**config.mk**
```make
export PLATFORM = sky130hd
export DESIGN_NAME = hbb_port
export DESIGN_NICKNAME = d
export VERILOG_FILES = /design/src/inc/hbb_pkg.sv /design/src/rtl/hbb_baud_gen.sv /design/src/rtl/hbb_port.sv
export SDC_FILE = /design/constraint.sdc
export NUM_CORES = 1
export LEC_CHECK = 0
export BUFFER_PORTS_ARGS = -buffer_cell sky130_fd_sc_hd__buf_2
export CORE_UTILIZATION = 49
export CTS_CLUSTER_SIZE = 10
export DETAILED_ROUTE_END_ITERATION = 8
export PLACE_DENSITY = 0.85
export SKIP_LAST_GASP = 1
export SYNTH_ARGS = -nofsm -noshare
export SYNTH_HDL_FRONTEND = slang
export SYNTH_SLANG_ARGS = --single-unit
```
**constraint.sdc**
```tcl
create_clock -name clk -period 2.4 [get_ports clk]
set_input_delay 0.12 -clock clk [delete_from_list [all_inputs] [get_ports clk]]
set_output_delay 0.12 -clock clk [all_outputs]
set_load 0.02 [all_outputs]
```
**src/inc/hbb_pkg.sv**
```systemverilog
// Package with modes, states and timing counts for the host-driven bit-bang port.
package hbb_pkg;
	localparam int          HBB_DATA_W       = 8;
	localparam logic [7:0]  HBB_MODE_OFF     = 8'h00;
	localparam logic [7:0]  HBB_MODE_FREE    = 8'h01;
	localparam logic [7:0]  HBB_MODE_LOCK    = 8'h04;
	localparam logic [7:0]  HBB_DIR_RESET    = 8'h00;
	localparam logic [7:0]  HBB_PINS_RESET   = 8'h00;
	localparam int          HBB_SETUP_CYC    = 1;
	localparam int          HBB_STROBE_CYC   = 1;
	localparam int          HBB_BAUD_DIV     = 25;
	localparam int          HBB_CNT_W        = 16;

	typedef enum logic [2:0]
	{
		HBB_IDLE   = 3'b000,
		HBB_SAMPLE = 3'b001,
		HBB_SEND   = 3'b010,
		HBB_DRIVE  = 3'b011,
		HBB_SETUP  = 3'b100,
		HBB_WSTB   = 3'b101
	} hbb_state_t;
endpackage : hbb_pkg

```
**src/rtl/hbb_baud_gen.sv**
```systemverilog
// Baud-rate tick generator that paces the free-running variant.
`timescale 1ns/100ps
module hbb_baud_gen
	import hbb_pkg::*;
#(
	parameter int CNT_W = HBB_CNT_W
)
(
	input  wire logic             clk,
	input  wire logic             reset,
	input  wire logic             clk_en,
	input  wire logic             run,
	input  wire logic [CNT_W-1:0] divisor,
	output logic                  tick
);
	logic [CNT_W-1:0] count_ff;

	// Counts down from the divisor and gives a one-cycle tick at zero.
	always_ff @(posedge clk or posedge reset)
	begin
		if (reset)
			count_ff <= '0;
		else if (clk_en)
		begin
			if (!run || count_ff == '0)
				count_ff <= divisor;
			else
				count_ff <= count_ff - 1'b1;
		end
	end

	assign tick = clk_en && run && (count_ff == '0);
endmodule : hbb_baud_gen

```
**src/rtl/hbb_port.sv**
```systemverilog
// Eight-bit bit-bang port with free-running and lockstep variants.
`timescale 1ns/100ps
// How it works
// - Free-running mode brings the sample and update strobes out on pins.
// - Free-running mode drives each host byte onto output-configured pins.
// - Each pin direction is chosen on its own.
// - Free-running bytes are paced by the baud tick.
// - Free-running pins change only on new byte plus tick; otherwise last value holds.
// - Lockstep updates pins only per host byte, then pulses the update strobe.
// - Lockstep captures pins only because a host byte was written.
// - Lockstep takes the next byte only when the host-bound buffer has room.
// - Lockstep samples before driving, so returned data lags by one byte.
// - Lockstep drops sample strobe while reading pins, then sends the sample.
// - Sample strobe then rises and outputs change to the new byte.
// - One setup cycle after driving, update strobe pulses low then high.
// - In lockstep, rising sample strobe marks that pin data has been captured.
// - Mode command carries a direction mask kept until the next command.
module hbb_port
	import hbb_pkg::*;
#(
	parameter int DATA_W = HBB_DATA_W,
	parameter int CNT_W  = HBB_CNT_W
)
(
	input  wire logic              clk,
	input  wire logic              reset,
	input  wire logic              clk_en,
	input  wire logic              mode_load,
	input  wire logic [7:0]        mode_code,
	input  wire logic [DATA_W-1:0] dir_mask,
	input  wire logic [CNT_W-1:0]  baud_divisor,
	input  wire logic              from_host_valid,
	input  wire logic [DATA_W-1:0] from_host_data,
	output logic                   from_host_ready,
	output logic                   to_host_valid,
	output logic [DATA_W-1:0]      to_host_data,
	input  wire logic              to_host_ready,
	input  wire logic [DATA_W-1:0] pin_in,
	output logic [DATA_W-1:0]      pin_out,
	output logic [DATA_W-1:0]      pin_oe,
	output logic                   read_sample_strobe_n,
	output logic                   write_update_strobe_n,
	output logic                   busy
);
	logic [7:0]        mode_ff;
	logic [DATA_W-1:0] dir_ff;
	logic [DATA_W-1:0] pin_meta_ff;
	logic [DATA_W-1:0] pin_sync_ff;
	logic [DATA_W-1:0] out_ff;
	logic [DATA_W-1:0] hold_ff;
	logic              hold_vld_ff;
	logic [DATA_W-1:0] sample_ff;
	logic              tx_vld_ff;
	logic              rstb_n_ff;
	logic              wstb_n_ff;
	hbb_state_t        state_ff;
	hbb_state_t        nxt_state;
	logic              free_mode;
	logic              lock_mode;
	logic              tick;
	logic              take_byte;

	assign free_mode = (mode_ff == HBB_MODE_FREE);
	assign lock_mode = (mode_ff == HBB_MODE_LOCK);

	hbb_baud_gen #(
		.CNT_W   (CNT_W)
	) u_baud (
		.clk     (clk),
		.reset   (reset),
		.clk_en  (clk_en),
		.run     (free_mode),
		.divisor (baud_divisor),
		.tick    (tick)
	);

	// Mode and direction mask are held until the next mode command.
	always_ff @(posedge clk or posedge reset)
	begin
		if (reset)
		begin
			mode_ff <= HBB_MODE_OFF;
			dir_ff  <= DATA_W'(HBB_DIR_RESET);
		end
		else if (clk_en && mode_load && !busy)
		begin
			mode_ff <= mode_code;
			dir_ff  <= dir_mask;
		end
	end

	// Pin inputs pass two flip-flops before use.
	always_ff @(posedge clk or posedge reset)
	begin
		if (reset)
		begin
			pin_meta_ff <= '0;
			pin_sync_ff <= '0;
		end
		else if (clk_en)
		begin
			pin_meta_ff <= pin_in;
			pin_sync_ff <= pin_meta_ff;
		end
	end

	// Host bytes are accepted in idle state in either variant.
	assign from_host_ready = clk_en && (state_ff == HBB_IDLE) && !mode_load
		&& ((free_mode && !hold_vld_ff)
		|| (lock_mode && !tx_vld_ff && to_host_ready));
	assign take_byte = from_host_valid && from_host_ready;
	assign busy      = (state_ff != HBB_IDLE) || hold_vld_ff;

	// Free-running holding register waits for a baud tick.
	always_ff @(posedge clk or posedge reset)
	begin
		if (reset)
		begin
			hold_ff     <= '0;
			hold_vld_ff <= 1'b0;
		end
		else if (clk_en)
		begin
			if (take_byte && free_mode)
			begin
				hold_ff     <= from_host_data;
				hold_vld_ff <= 1'b1;
			end
			else if (hold_vld_ff && tick)
				hold_vld_ff <= 1'b0;
		end
	end

	// Lockstep sequence: sample, send, drive, setup, update strobe.
	always_comb
	begin
		nxt_state = state_ff;
		case (state_ff)
			HBB_IDLE:   if (take_byte && lock_mode) nxt_state = HBB_SAMPLE;
			HBB_SAMPLE: nxt_state = HBB_SEND;
			HBB_SEND:   nxt_state = HBB_DRIVE;
			HBB_DRIVE:  nxt_state = HBB_SETUP;
			HBB_SETUP:  nxt_state = HBB_WSTB;
			HBB_WSTB:   nxt_state = HBB_IDLE;
			default:    nxt_state = HBB_IDLE;
		endcase
	end

	always_ff @(posedge clk or posedge reset)
	begin
		if (reset)
			state_ff <= HBB_IDLE;
		else if (clk_en)
			state_ff <= nxt_state;
	end

	// Lockstep keeps the host byte until after the sample is taken.
	logic [DATA_W-1:0] lock_byte_ff;
	always_ff @(posedge clk or posedge reset)
	begin
		if (reset)
			lock_byte_ff <= '0;
		else if (clk_en && take_byte && lock_mode)
			lock_byte_ff <= from_host_data;
	end

	// Pin sample is taken before the new byte is driven.
	always_ff @(posedge clk or posedge reset)
	begin
		if (reset)
		begin
			sample_ff <= '0;
			tx_vld_ff <= 1'b0;
		end
		else if (clk_en)
		begin
			if (state_ff == HBB_SAMPLE)
			begin
				sample_ff <= pin_sync_ff;
				tx_vld_ff <= 1'b1;
			end
			else if (tx_vld_ff && to_host_ready)
				tx_vld_ff <= 1'b0;
		end
	end

	assign to_host_valid = tx_vld_ff;
	assign to_host_data  = sample_ff;

	// Output register changes on tick (free) or after the sample (lockstep).
	always_ff @(posedge clk or posedge reset)
	begin
		if (reset)
			out_ff <= DATA_W'(HBB_PINS_RESET);
		else if (clk_en)
		begin
			if (free_mode && hold_vld_ff && tick)
				out_ff <= hold_ff;
			else if (lock_mode && state_ff == HBB_SEND)
				out_ff <= lock_byte_ff;
		end
	end

	// Strobes high by default; sample strobe low after each tick (free) or while sampling (lockstep); update strobe low while flagging an update.
	always_ff @(posedge clk or posedge reset)
	begin
		if (reset)
		begin
			rstb_n_ff <= 1'b1;
			wstb_n_ff <= 1'b1;
		end
		else if (clk_en)
		begin
			if (free_mode)
			begin
				rstb_n_ff <= ~tick;
				wstb_n_ff <= ~(hold_vld_ff && tick);
			end
			else
			begin
				rstb_n_ff <= ~(nxt_state == HBB_SAMPLE);
				wstb_n_ff <= ~(nxt_state == HBB_WSTB);
			end
		end
	end

	assign pin_out               = out_ff;
	assign pin_oe                = dir_ff;
	assign read_sample_strobe_n  = rstb_n_ff;
	assign write_update_strobe_n = wstb_n_ff;
endmodule : hbb_port

```
# Yosys cells after proc, flatten, opt, wreduce, memory -nomap -nowiden
# Cells that the tools add are included.
# totals
ff_bits	87
in_bits	54
elab_cells	77
# classes
addsub	1
eq_ne	8
mux	11
n_bitwise	4
n_reduce_logical	39
# ops
op	count
1-bit logical AND	20
16-bit logical NOT	1
16-bit two-way mux	1
8-bit two-way mux	2
16-bit by 1-bit subtractor with 16-bit output (second input constant)	1
3-bit case mux with 5 select lines	1
2-bit AND reduction	5
8-bit by 1-bit == test with 1-bit output (second input constant)	1
8-bit by 3-bit == test with 1-bit output (second input constant)	1
3-bit by 1-bit == test with 1-bit output (second input constant)	2
3-bit by 2-bit == test with 1-bit output (second input constant)	2
3-bit == test (second input constant)	2
1-bit two-way mux	6
2-bit nonzero test	3
1-bit logical NOT	5
1-bit NOT	4
3-bit logical NOT	1
1-bit logical OR	3
3-bit two-way mux	1
3-bit nonzero test	1

# Longest topological paths before layout
# Gate-level depths: netlist (run 1).
# depth
ltp_word	12
ltp_mapped	8
ltp_nobuf	7

# Hierarchy
# From an unflattened synthesis (run 1), not the netlist that was laid out.
# hier_totals
cells_unflattened	322
area_unflattened_um2	4003.8
# by_module_without_submodules
mod	n_inst	cells_per_inst	area_per_inst_um2	seq_area_each_um2
hbb_port	1	195	2909.0	1779.2
hbb_baud_gen	1	127	1094.8	400.4

# Worst setup path after synthesis (run 1)
# OpenSTA, ideal clock, no wires.
# synth_timing
path_type	register -> register
startpoint	register u_baud.count_ff[8]
endpoint	register u_baud.count_ff[13]
arrival_time_ns	2.188
required_ns	2.257
slack_ns	0.069
path_stages_with_launch	9
n_path_buf	3
period_less_slack_ns	2.331
cell_sequence	dfrtp_1 -> or4_1 -> buf_2 -> or2_1 -> o41a_1 -> buf_6 -> buf_8 -> o21ai_0 -> a22oi_1
# synth_between
elab_chain_len	3
# synth_lines
item	line_no	rtl
start, declared	hbb_baud_gen.sv:16	logic [CNT_W-1:0] count_ff;
start signal, assigned	hbb_baud_gen.sv:26	count_ff <= divisor;
start signal, assigned	hbb_baud_gen.sv:28	count_ff <= count_ff - 1'b1;
branches (longest 2 deep; another with 16-bit by 1-bit subtractor with 16-bit output)	-	
16-bit two-way mux (*)	hbb_baud_gen.sv:25	if (!run || count_ff == '0)
# Mark *: on every way between the ends.
# A chain may end at the register's enable or synchronous reset.

# Worst setup path in the final report (run 1)
# layout_timing
startpoint	register u_baud.count_ff[11]
endpoint	register u_baud.count_ff[10]
# layout_between
elab_chain_len	3
# layout_lines
item	line_no
16-bit logical NOT	hbb_baud_gen.sv:25
1-bit logical OR	hbb_baud_gen.sv:25
16-bit two-way mux	hbb_baud_gen.sv:25
# No other way between the ends.

==> results.txt, run 1 <==
----------------------------------------------------
[Outcome]
  Run status ... finished clean

[Drt]
  Post-DRT Antenna Nets ... 0
  DRC viols ... 0
  Vias per cell ... 5.375
  Routed wire length per instance ... 15.57 microns
  Pre-Repair DR Iteration Count ... 4
  Final Routed Wirelength ... 8627 microns
  First-iteration detailed-routing DRC count ... 122
  Via count ... 2978

[Floorplanning]
  DIE HEIGHT ... 92.57 microns
  Initial Util ... 51.21%
  Count of standard-cell rows ... 32
  Core box area ... 7848 sq um
  Area of the die ... 8568 sq um
  Top Ports ... 83
  Die outline width ... 92.57 microns

[Pwr]
  Portion of total power attributed to sequential cells ... 50.1%
  Switching power share of the total ... 32.76%
  Int Power ... 2689 uW
  Static Leakage ... 0.002384 uW
  Max IR drop VDD ... 0.0006088 V
  Share of total power in combinational logic ... 26.9%
  Clock network fraction of design power ... 23.1%
  Power density over cell area ... 789.7 nW/um^2
  P_sw ... 1310 uW

[Placed design]
  Dpl hpwl ... 5649 microns
  Inst Count DP ... 513
  Final RePlAce weighted congestion ... 0.7957
  Count of input and output buffers ... 82

[Cells and area]
  Most frequent standard cell in the layout excluding fill and tap cells ... sky130_fd_sc_hd__dfrtp_1
  Number of antenna repair diodes ... 0
  Layout Area Growth over Synthesis ... 26.00%
  Share of layout cells above drive strength 1 ... 40.27%
  Number of nets in the finished design ... 503
  Commonest non-fill, non-tap cells in the layout ... sky130_fd_sc_hd__dfrtp_1, sky130_fd_sc_hd__buf_2, sky130_fd_sc_hd__mux2_2
  Number of cells in the finished layout apart from fillers ... 554

[Clocking]
  Max clock buf depth ... 2
  Clock-pin transition on the worst setup and hold timing paths ... 0.09 ns
  Worst-skew pair later-pin latency ... 0.35 ns
  Root buffer cell ... sky130_fd_sc_hd__clkbuf_8
  Inserted Clock Buffers ... 9
  CTS Sinks ... 87
  Max H-tree Level ... 3
  CTS tree ... built

[STA]
  Final period utilization ... 96.36%
  Slew Viols, Final ... 0
  Min cycle time layout ... 2.313 ns
  Number of hold violations in the final report ... 0
  Setup repair after global routing missed its margin ... no
  Clock Skews ... 0.009439 ns
  Number of failing setup endpoints in the final timing report ... 0
  Remaining max-slew budget at the tightest pin ... 61.37%
  FMAX ... 0.4324 GHz
  Slew of the pin with the lowest slew margin ... 0.5788 ns
  Accumulated negative setup slack ... 0 ns

[Worst setup path]
  Capturing element type of the critical path ... flip-flop
  Cell with the largest stage delay on the worst path ... sky130_fd_sc_hd__or4_1
  Crit path largest cell delay ... 0.57 ns
  Critical path type ... flip-flop to flip-flop
  Critical path launch point type ... flip-flop
  Maximum fanout along the worst path ... 6
  Arrival time at the worst endpoint ... 2.55 ns
  Cell-by-cell listing of the critical path ... or4_1, or2_4, o41ai_4, buf_4, nand2_1, o211a_1
  CP Data Required Time ... 2.64 ns

[Synth]
  Sequential element share of the synthesized area ... 54.23%
  Top_reg_cell synth ... sky130_fd_sc_hd__dfrtp_1
  Warnings from Yosys ... 0
  Average footprint of a synthesized cell ... 12.18 sq um
  Syn nets ... 386
  Number of flops mapped to enable cells by yosys ... 0
  Distinct cells, synth ... 48
  Netlist area before placement ... 4019 sq um
  Synthesized instance count ... 330
  Synth Register Bits ... 87
  Async set-or-reset flop fraction in the synthesized netlist ... 100.0%

[Global route]
  Vias in the first global route ... 3018
  Maximum number of pins on one net before global-route repair ... 58
  Global-route wire length before repair ... 14060 microns
  Number of antenna violations at the first check in global routing ... 0
  Residual overflow from global routing ... 0
  Aggregate global-route resource usage ... 20.97%

[Job]
  Max-capacitance violation count ... 0

[Min path]
  Classification of the worst-slack hold path ... primary input to flip-flop

----------------------------------------------------
-- what timing repair did --
action / CTS / global route
endpoints found under the hold margin: 48 / 3
setup endpoints to repair: 0 / 4
gates resized for setup: 0 / 5
setup buffers: 0 / 1
hold buffers: 20 / 3
-- synthesized netlist by cell type (all sizes together) (2+ instances only) --
| cell type | number | area, sq um |
|---|---|---|
| nor2b | 10 | 62.56 |
| and3 | 3 | 18.77 |
| nand4 | 5 | 31.28 |
| buf | 7 | 48.79 |
| nor2 | 15 | 66.32 |
| mux2i | 27 | 270.3 |
| a22oi | 9 | 67.56 |
| nand2b | 2 | 12.51 |
| nand3 | 8 | 40.04 |
| nand2 | 18 | 67.56 |
| clkbuf | 10 | 37.54 |
| a21boi | 3 | 33.78 |
| or4 | 3 | 22.52 |
| dfstp | 2 | 52.55 |
| o21ai | 12 | 60.06 |
| a2bb2oi | 3 | 26.28 |
| a31oi | 5 | 31.28 |
| mux2 | 56 | 630.6 |
| dfrtp | 85 | 2127 |
| nor3 | 6 | 30.03 |
| inv | 13 | 48.80 |
| nor4 | 2 | 12.51 |
| nor3b | 3 | 22.52 |
| ha | 2 | 25.02 |
| a21o | 3 | 22.52 |
-- path summary, 6_finish.rpt --
path / cells after the start / slack [ns] / startpoint / endpoint
setup / recovery: 6 / 0.09 / u_baud.count_ff[11] / u_baud.count_ff[10]
hold / removal: 2 / 0.01 / mode_code[0] / mode_ff[0]
setup reg to reg: 6 / 0.09 / u_baud.count_ff[11] / u_baud.count_ff[10]
hold reg to reg: 2 / 0.50 / write_update_strobe_n / write_update_strobe_n
max in group asynchronous: 4 / 1.36 / reset / pin_oe[3]
min in group asynchronous: 3 / 0.36 / reset / pin_oe[0]
-- power groups by stage --
stage | Sequential (uW) | Clock, uW | Combinational (uW)
after floorplan | 2150 | 0 | 562
after global placement | 2000 | 0 | 1020
after detailed placement | 2020 | 0 | 1050
after CTS | 2000 | 945 | 1070
after global routing | 2050 | 1010 | 1170
final | 2000 | 922 | 1070
-- state kept, by name, indices dropped and copies added, names as in the netlist --
name and cells:
hold_ff 8, pin_sync_ff 8, read_sample_strobe_n 1, pin_oe 8
to_host_data 8, to_host_valid 1, pin_meta_ff 8, u_baud.count_ff 16
pin_out 8, lock_byte_ff 8, mode_ff 8, state_ff 3
write_update_strobe_n 1, hold_vld_ff 1
-- cell type report --
type / instances / area, sq um
clock inverter: 6 / 45.04
timing repair buffer: 123 / 808.3
multi-input combinational: 213 / 1725
inverter: 13 / 50.05
sequential: 87 / 2180
fill: 612 / 2784
clock buffer: 10 / 127.6
tap: 102 / 127.6
-- metrics by stage --
stage | power [uW] | setup slack, ns | util, % | area (sq um) | hold slack [ns]
final | 3999 | 0.08747 | 64.52 | 5064 | 0.01372
after global placement | 3020 | 0.1488 | 58.67 | 4604 | 0.1863
after global routing | 4220 | 0.009607 | 64.52 | 5064 | 0.001116
after CTS | 4017 | 0.06213 | 63.42 | 4977 | 0.0008526
after floorplan | 2710 | 0.03311 | - | 4019 | 0.2701
after detailed placement | 3070 | 0.09096 | 58.67 | 4604 | 0.1931
-- logic make-up after synthesis --
| family | after synthesis | share of synthesized area [%] |
|---|---|---|
| flops | 87 | 54.23 |
| mux | 83 | 22.42 |
| simple gates | 81 | 10.83 |
| compound gates | 46 | 8.313 |
| buf+inv | 30 | 3.362 |
| fa+ha+maj | 2 | 0.6226 |
| xor+xnor | 1 | 0.2180 |
-- per-layer routing --
| metal | wire length (microns) | vias to the layer above | track usage, % |
|---|---|---|---|
| met5 | 0 | - | 0 |
| met4 | 82 | 0 | 7.161 |
| met3 | 468 | 9 | 5.255 |
| met2 | 4283 | 85 | 33.64 |
| met1 | 3792 | 1467 | 27.76 |
| li1 | - | 1417 | - |
-- worst max-delay path: cells and delay by family, from the launching register on --
kind / cells / cell delay [ns]
AOI/OAI and AO/OA: 2 / 0.60
buffers and inverters: 1 / 0.21
DFF: 1 / 0.43
and+or+nand+nor: 3 / 0.96
No activity file was read; power rests on OpenSTA's default activity.
==> inputs of run 2 (changes only) <==
--- a/config.mk
+++ b/config.mk
@@ -10,6 +10,7 @@
 export CTS_CLUSTER_SIZE = 10
 export DETAILED_ROUTE_END_ITERATION = 8
 export PLACE_DENSITY = 0.85
+export SETUP_SLACK_MARGIN = 0.15
 export SKIP_LAST_GASP = 1
 export SYNTH_ARGS = -nofsm -noshare
 export SYNTH_HDL_FRONTEND = slang
==> constraint.sdc (replaced) <==
create_clock -name clk -period 1.9 [get_ports clk]
set_input_delay 0.095 -clock clk [delete_from_list [all_inputs] [get_ports clk]]
set_output_delay 0.095 -clock clk [all_outputs]
set_load 0.02 [all_outputs]
==> run 2 against run 1 <==
Net effect: the run now ends with negative setup slack left; critical path depth did not move; first-iteration DRC count rose by 4.9%; sequential power increased by 28%; via count is 7.1% higher; utilization rose by 8.0 points; register-to-register slack got worse by 0.35 ns; global-route usage rose by 2.8 points.
==> results.txt, run 2 (synthesized netlist as in run 1, its figures left out) <==
----------------------------------------------------
[Global route]
  Residual overflow from global routing ... 0
  Met3 Track Usage GR ... 4.187%
  Met1 Track Usage GR ... 30.10%
  Global-route wire length before repair ... 15690 microns
  Met2 track utilization from global routing ... 41.36%
  Number of antenna violations at the first check in global routing ... 0
  Vias in the first global route ... 3297
  Most crowded layer after global routing ... met2
  Aggregate global-route resource usage ... 23.75%
  Maximum number of pins on one net before global-route repair ... 72

[Cells and area]
  Commonest non-fill, non-tap cells in the layout ... sky130_fd_sc_hd__dfrtp_1, sky130_fd_sc_hd__buf_2, sky130_fd_sc_hd__buf_4
  Most frequent standard cell in the layout excluding fill and tap cells ... sky130_fd_sc_hd__dfrtp_1
  Number of nets in the finished design ... 547
  Storage element area ... 2182 sq um
  Post-route design area ... 5689 sq um
  Register with the most flip-flops ... u_baud.count_ff
  Layout Area Growth over Synthesis ... 41.56%
  Flip-flop count of the largest register after layout ... 16
  Area of the multi-input gates ... 1892 sq um
  Fillers ... 544
  Number of antenna repair diodes ... 0
  Share of layout cells above drive strength 1 ... 47.38%

[Pwr]
  Power density over cell area ... 953.9 nW/um^2
  Max IR drop VDD ... 0.0007370 V
  Static Leakage ... 0.002668 uW

[Drt]
  Pre-Repair DR Iteration Count ... 4
  Vias per cell ... 5.334
  Via count ... 3190
  DRC viols ... 0
  Final Routed Wirelength ... 9490 microns
  First-iteration detailed-routing DRC count ... 128
  Routed wire length per instance ... 15.87 microns
  Post-DRT Antenna Nets ... 0

[Clocking]
  Root buffer cell ... sky130_fd_sc_hd__clkbuf_8
  Inserted Clock Buffers ... 9
  Max clock buf depth ... 2
  CTS Sinks ... 87
  Worst-skew pair later-pin latency ... 0.35 ns
  Clock-pin transition on the worst setup and hold timing paths ... 0.09 ns
  Max H-tree Level ... 3
  CTS tree ... built

[Job]
  Max-capacitance violation count ... 0

[Floorplanning]
  Core box area ... 7848 sq um
  Count of standard-cell rows ... 32
  Top Ports ... 83
  Die outline width ... 92.57 microns
  Initial Util ... 51.21%
  DIE HEIGHT ... 92.57 microns
  Area of the die ... 8568 sq um

[STA]
  Slew Viols, Final ... 0
  Final period utilization ... 113.6%
  Min cycle time layout ... 2.159 ns
  Setup repair after global routing missed its margin ... yes
  Slew of the pin with the lowest slew margin ... 0.5394 ns
  Final critical-path setup slack ... -0.2592 ns
  Accumulated negative setup slack ... -5.475 ns
  Remaining max-slew budget at the tightest pin ... 63.96%
  Clock Skews ... 0.008679 ns
  Number of failing setup endpoints in the final timing report ... 31
  FMAX ... 0.4631 GHz
  Number of hold violations in the final report ... 0

[Placed design]
  Post-Place Cell Area ... 4928 sq um
  Dpl hpwl ... 5862 microns
  Count of input and output buffers ... 82
  Final RePlAce weighted congestion ... 0.8187

[Worst setup path]
  Arrival time at the worst endpoint ... 2.38 ns
  Number of buffer and inverter stages on the critical path ... 1
  Maximum fanout along the worst path ... 5
  CP Data Required Time ... 2.12 ns
  Family with the most delay on the worst path ... simple AND/OR/NAND/NOR gates
  Critical path type ... flip-flop to flip-flop
  Capturing element type of the critical path ... flip-flop
  Cell with the largest stage delay on the worst path ... sky130_fd_sc_hd__or4_4
  Cell-by-cell listing of the critical path ... or4_4, or2_4, o41a_1, buf_4, mux2i_1, a22oi_1
  Crit path largest cell delay ... 0.55 ns
  Critical path launch point type ... flip-flop

[Outcome]
  Failing checks ... negative setup slack
  Run status ... complete, but fails checks

[Min path]
  Classification of the worst-slack hold path ... primary input to flip-flop

----------------------------------------------------
==> run 2: changes by cell type in the layout (fill, tap and decap cells not counted), sizes merged <==
cell	delta
dlygate4sd3	+9
clkbuf	+1
buf	+35
clkdlybuf4s15	-1
==> run 2: final cells by class <==
cell class	instances	share of cell area (%)
inverter	13	0.9237
timing repair buffer	167	22.06
tap	102	2.243
multi-input combinational	213	33.25
clock buffer	10	2.243
sequential	87	38.35
clock inverter	6	0.9237
==> run 2: worst reg2reg max path: stages, from the launching register on <==
cell                      delay, ns
sky130_fd_sc_hd__dfrtp_1       0.39
sky130_fd_sc_hd__or4_4         0.55
sky130_fd_sc_hd__or2_4         0.28
sky130_fd_sc_hd__o41a_1        0.37
sky130_fd_sc_hd__buf_4         0.19
sky130_fd_sc_hd__mux2i_1       0.15
sky130_fd_sc_hd__a22oi_1       0.10
==> run 2: per-layer routing <==
metal  wire length [microns]  share of wire, %
met3                     397               4.2
met2                    4837                51
met1                    4132                44
met4                     123               1.3
met5                       0                 0
==> run 2: worst paths after layout <==
path | startpoint | to | slack, ns | depth (start not counted)
setup / recovery | u_baud.count_ff[9] | u_baud.count_ff[4] | -0.26 | 6
hold / removal | from_host_data[2] | hold_ff[2] | 0.02 | 2
setup reg to reg | u_baud.count_ff[9] | u_baud.count_ff[4] | -0.26 | 6
hold reg to reg | write_update_strobe_n | write_update_strobe_n | 0.48 | 2
max in group asynchronous | reset | to_host_data[3] | 0.97 | 4
min in group asynchronous | reset | mode_ff[0] | 0.34 | 3
==> run 2: stage by stage <==
step           std cells  power [uW]  setup slack [ns]  utilization [%]  hold slack [ns]
6_report             598        5427           -0.2592            72.50          0.01504
5_1_grt              598        5714           -0.3290            72.50        0.0009626
4_1_cts              595        5409           -0.2549            71.84        0.0003587
3_5_place_dp         535        4046           -0.2815            62.80           0.1743
3_3_place_gp         535        3976           -0.2191            62.80           0.1594
2_1_floorplan        330        3506           -0.2987                -           0.2431
==> run 2: where the power goes <==
part / switching [uW] / total, uW / internal, uW
Combinational: 825 / 1700 / 878
Sequential: 295 / 2550 / 2250
Clock: 685 / 1180 / 494
Total: 1800 / 5430 / 3620
==> run 2: timing repair <==
action                                  CTS  global route
hold buffers                             32             0
gates resized for setup                  21             7
endpoints found under the hold margin    56             0
endpoints found under the setup margin   44            61
buffers inserted                         10             3
gates cloned                              2             0
pin swaps                                 6             9
==> inputs of run 3 (changes only) <==
--- a/config.mk
+++ b/config.mk
@@ -12,6 +12,8 @@
 export PLACE_DENSITY = 0.85
 export SETUP_SLACK_MARGIN = 0.15
 export SKIP_LAST_GASP = 1
+export SLEW_MARGIN = 5
 export SYNTH_ARGS = -nofsm -noshare
 export SYNTH_HDL_FRONTEND = slang
+export SYNTH_HIERARCHICAL = 1
 export SYNTH_SLANG_ARGS = --single-unit
==> run 3 against run 2 <==
Net effect: the flow still finishes with violations (negative setup slack); sequential power up 4%; wire length up 19%; combinational power up 26%; synthesized cell count is 2.4% lower; clock skew grew 0.0047 ns; fmax decreased by 15%; first-iteration DRC count increased by 54%; setup slack worse by 0.38 ns; utilization rose by 2.2 points; via count increased by 7.4%.
==> results.txt, run 3 <==
----------------------------------------------------
[Outcome]
  Run status ... complete, but fails checks
  Failing checks ... negative setup slack

[Synth]
  Distinct cells, synth ... 58
  Synthesized instance count ... 322
  Netlist area before placement ... 4004 sq um
  Warnings from Yosys ... 6
  Syn nets ... 377
  Sequential element share of the synthesized area ... 54.44%
  Most area-hungry cell type in the Yosys netlist ... sky130_fd_sc_hd__dfrtp_1
  Top_reg_cell synth ... sky130_fd_sc_hd__dfrtp_1
  Most common library cells after synthesis ... sky130_fd_sc_hd__dfrtp_1, sky130_fd_sc_hd__mux2_2, sky130_fd_sc_hd__nand2_1
  Synth Register Bits ... 87
  Most area-consuming cells after synthesis ... sky130_fd_sc_hd__dfrtp_1, sky130_fd_sc_hd__mux2_2, sky130_fd_sc_hd__mux2_4
  Average footprint of a synthesized cell ... 12.43 sq um
  Cell with the most instances after synthesis ... sky130_fd_sc_hd__dfrtp_1
  Area share of the largest cell type after synthesis ... 53.13%
  Async set-or-reset flop fraction in the synthesized netlist ... 100.0%
  Number of flops mapped to enable cells by yosys ... 0

[Drt]
  Vias per cell ... 5.627
  DRC viols ... 0
  Pre-Repair DR Iteration Count ... 5
  Routed wire length per instance ... 18.58 microns
  Via count ... 3427
  Post-DRT Antenna Nets ... 0
  First-iteration detailed-routing DRC count ... 197
  Final Routed Wirelength ... 11320 microns

[Worst setup path]
  RR Endpoint ... pin_out[4]
  Arrival time at the worst endpoint ... 2.82 ns
  Capturing element type of the critical path ... flip-flop
  Maximum fanout along the worst path ... 8
  R2r setup slk ... -0.64 ns
  Count of cells along the worst register-to-register path ... 7
  CP Data Required Time ... 2.18 ns
  Critical path type ... flip-flop to flip-flop
  Critical R2R Launch ... u_baud/count_ff[8]
  Critical path launch point type ... flip-flop

[Clocking]
  CTS Sinks ... 87
  Worst-skew pair later-pin latency ... 0.36 ns
  Root buffer cell ... sky130_fd_sc_hd__clkbuf_8
  Max H-tree Level ... 3
  CTS tree ... built
  Inserted Clock Buffers ... 9
  Max clock buf depth ... 2
  Clock-pin transition on the worst setup and hold timing paths ... 0.09 ns

[STA]
  Setup repair after global routing missed its margin ... yes
  Number of failing setup endpoints in the final timing report ... 44
  Number of hold violations in the final report ... 0
  Worst hold margin ... 0.02026 ns
  Slew Viols, Final ... 0
  FMAX ... 0.3937 GHz
  Final period utilization ... 133.7%
  Clock Skews ... 0.01338 ns
  Slew of the pin with the lowest slew margin ... 0.6641 ns
  Remaining max-slew budget at the tightest pin ... 55.68%
  Accumulated negative setup slack ... -14.59 ns
  Final critical-path setup slack ... -0.6399 ns
  Min cycle time layout ... 2.540 ns

[Global route]
  Global-route wire length before repair ... 17510 microns
  Number of antenna violations at the first check in global routing ... 0
  Residual overflow from global routing ... 0
  Aggregate global-route resource usage ... 26.69%
  Maximum number of pins on one net before global-route repair ... 46
  Vias in the first global route ... 3600

[Cells and area]
  Number of antenna repair diodes ... 0
  Number of nets in the finished design ... 557
  Commonest non-fill, non-tap cells in the layout ... sky130_fd_sc_hd__dfrtp_1, sky130_fd_sc_hd__buf_2, sky130_fd_sc_hd__buf_4
  Register with the most flip-flops ... u_baud/count_ff
  Layout Area Growth over Synthesis ... 45.62%
  Flip-flop count of the largest register after layout ... 16
  Share of layout cells above drive strength 1 ... 52.27%
  Most frequent standard cell in the layout excluding fill and tap cells ... sky130_fd_sc_hd__dfrtp_1
  Fillers ... 473

[Job]
  Max-capacitance violation count ... 0

[Min path]
  Worst hold path cell count ... 2
  Worst min-delay path startpoint ... baud_divisor[4]
  Worst-case hold path end point ... u_baud/count_ff[4]
  Classification of the worst-slack hold path ... primary input to flip-flop

[Pwr]
  Final Power ... 6160 uW
  Static Leakage ... 0.002717 uW
  Max IR drop VDD ... 0.0009138 V
  Power density over cell area ... 1057 nW/um^2

[Placed design]
  Dpl hpwl ... 6662 microns
  Final RePlAce weighted congestion ... 0.8841
  Count of input and output buffers ... 82
  Worst slack, placed ... -0.5772 ns

[Floorplanning]
  Top Ports ... 83
  Die outline width ... 92.40 microns
  DIE HEIGHT ... 92.40 microns
  Count of standard-cell rows ... 32
  Initial Util ... 51.28%
  Area of the die ... 8537 sq um
  Core box area ... 7807 sq um

----------------------------------------------------
run 3: cell count changes after synthesis, sizes merged, moves of 4 or more:
cell,previous run,this run
nor2b,10,5
inv,13,9
a22oi,9,3
mux2i,27,7
a2bb2oi,3,9
or3,0,4
o22ai,1,10
a21oi,1,14
nand3,8,4
nor2,15,10
run 3: worst max-delay path, stage by stage (launching register included):
cell and delay, ns:
sky130_fd_sc_hd__dfrtp_1 0.40, sky130_fd_sc_hd__or4_4 0.55, sky130_fd_sc_hd__or4_4 0.58, sky130_fd_sc_hd__nor3_4 0.17, sky130_fd_sc_hd__nand4_1 0.13, sky130_fd_sc_hd__buf_6 0.16, sky130_fd_sc_hd__a21oi_4 0.27, sky130_fd_sc_hd__a2bb2oi_2 0.22
run 3: timing repair:
action	4_1_cts	5_1_grt
gates resized for setup	36	25
hold endpoints to repair	82	0
endpoints found under the setup margin	45	53
gates cloned	0	1
buffers inserted	11	5
pin swaps	17	15
hold buffers	35	0
run 3: worst max-delay path by stage:
stage,from,end,slack [ns]
global placement,u_baud/count_ff[8],pin_out[1],-0.43
global route,u_baud/count_ff[8],pin_out[6],-0.70
detailed placement,u_baud/count_ff[0],pin_out[2],-0.58
finish,u_baud/count_ff[8],pin_out[4],-0.64
CTS,u_baud/count_ff[8],pin_out[2],-0.55
floorplan,u_baud/count_ff[0],pin_out[0],-0.66
run 3: layout make-up:
class	count	area [sq um]	share of cell area (%)
sequential	87	2181	37.40
multi-input combinational	208	1901	32.60
timing repair buffer	187	1376	23.61
clock buffer	12	155.1	2.661
tap	102	127.6	2.189
clock inverter	4	52.55	0.9013
inverter	9	37.54	0.6438
run 3: cells by family after synthesis:
kind of cell / Yosys count / synth area share [%]
flops: 87 / 54.44
simple gates: 73 / 11.12
compound gates: 69 / 12.09
mux: 65 / 18.91
buf+inv: 27 / 3.125
fa+ha+maj: 1 / 0.3125
run 3: layer usage:
| metal | wire [microns] | vias to the layer above | track usage [%] |
|---|---|---|---|
| met5 | 0 | - | 0 |
| met4 | 289 | 0 | 11.20 |
| met3 | 584 | 29 | 5.911 |
| met2 | 6028 | 124 | 46.79 |
| met1 | 4416 | 1729 | 31.47 |
| li1 | - | 1545 | - |
run 3: power breakdown:
part	switching (uW)	total (uW)	internal, uW
Sequential	331	2650	2320
Combinational	1090	2150	1060
Clock	677	1360	686
run 3: per-stage QoR:
stage               utilization [%]  cells  instance area, sq um
floorplan                         -    322                  4034
global placement              62.56    541                  4885
detailed placement            62.56    541                  4885
CTS                           72.72    603                  5678
global route                  74.68    609                  5831
finish                        74.68    609                  5831
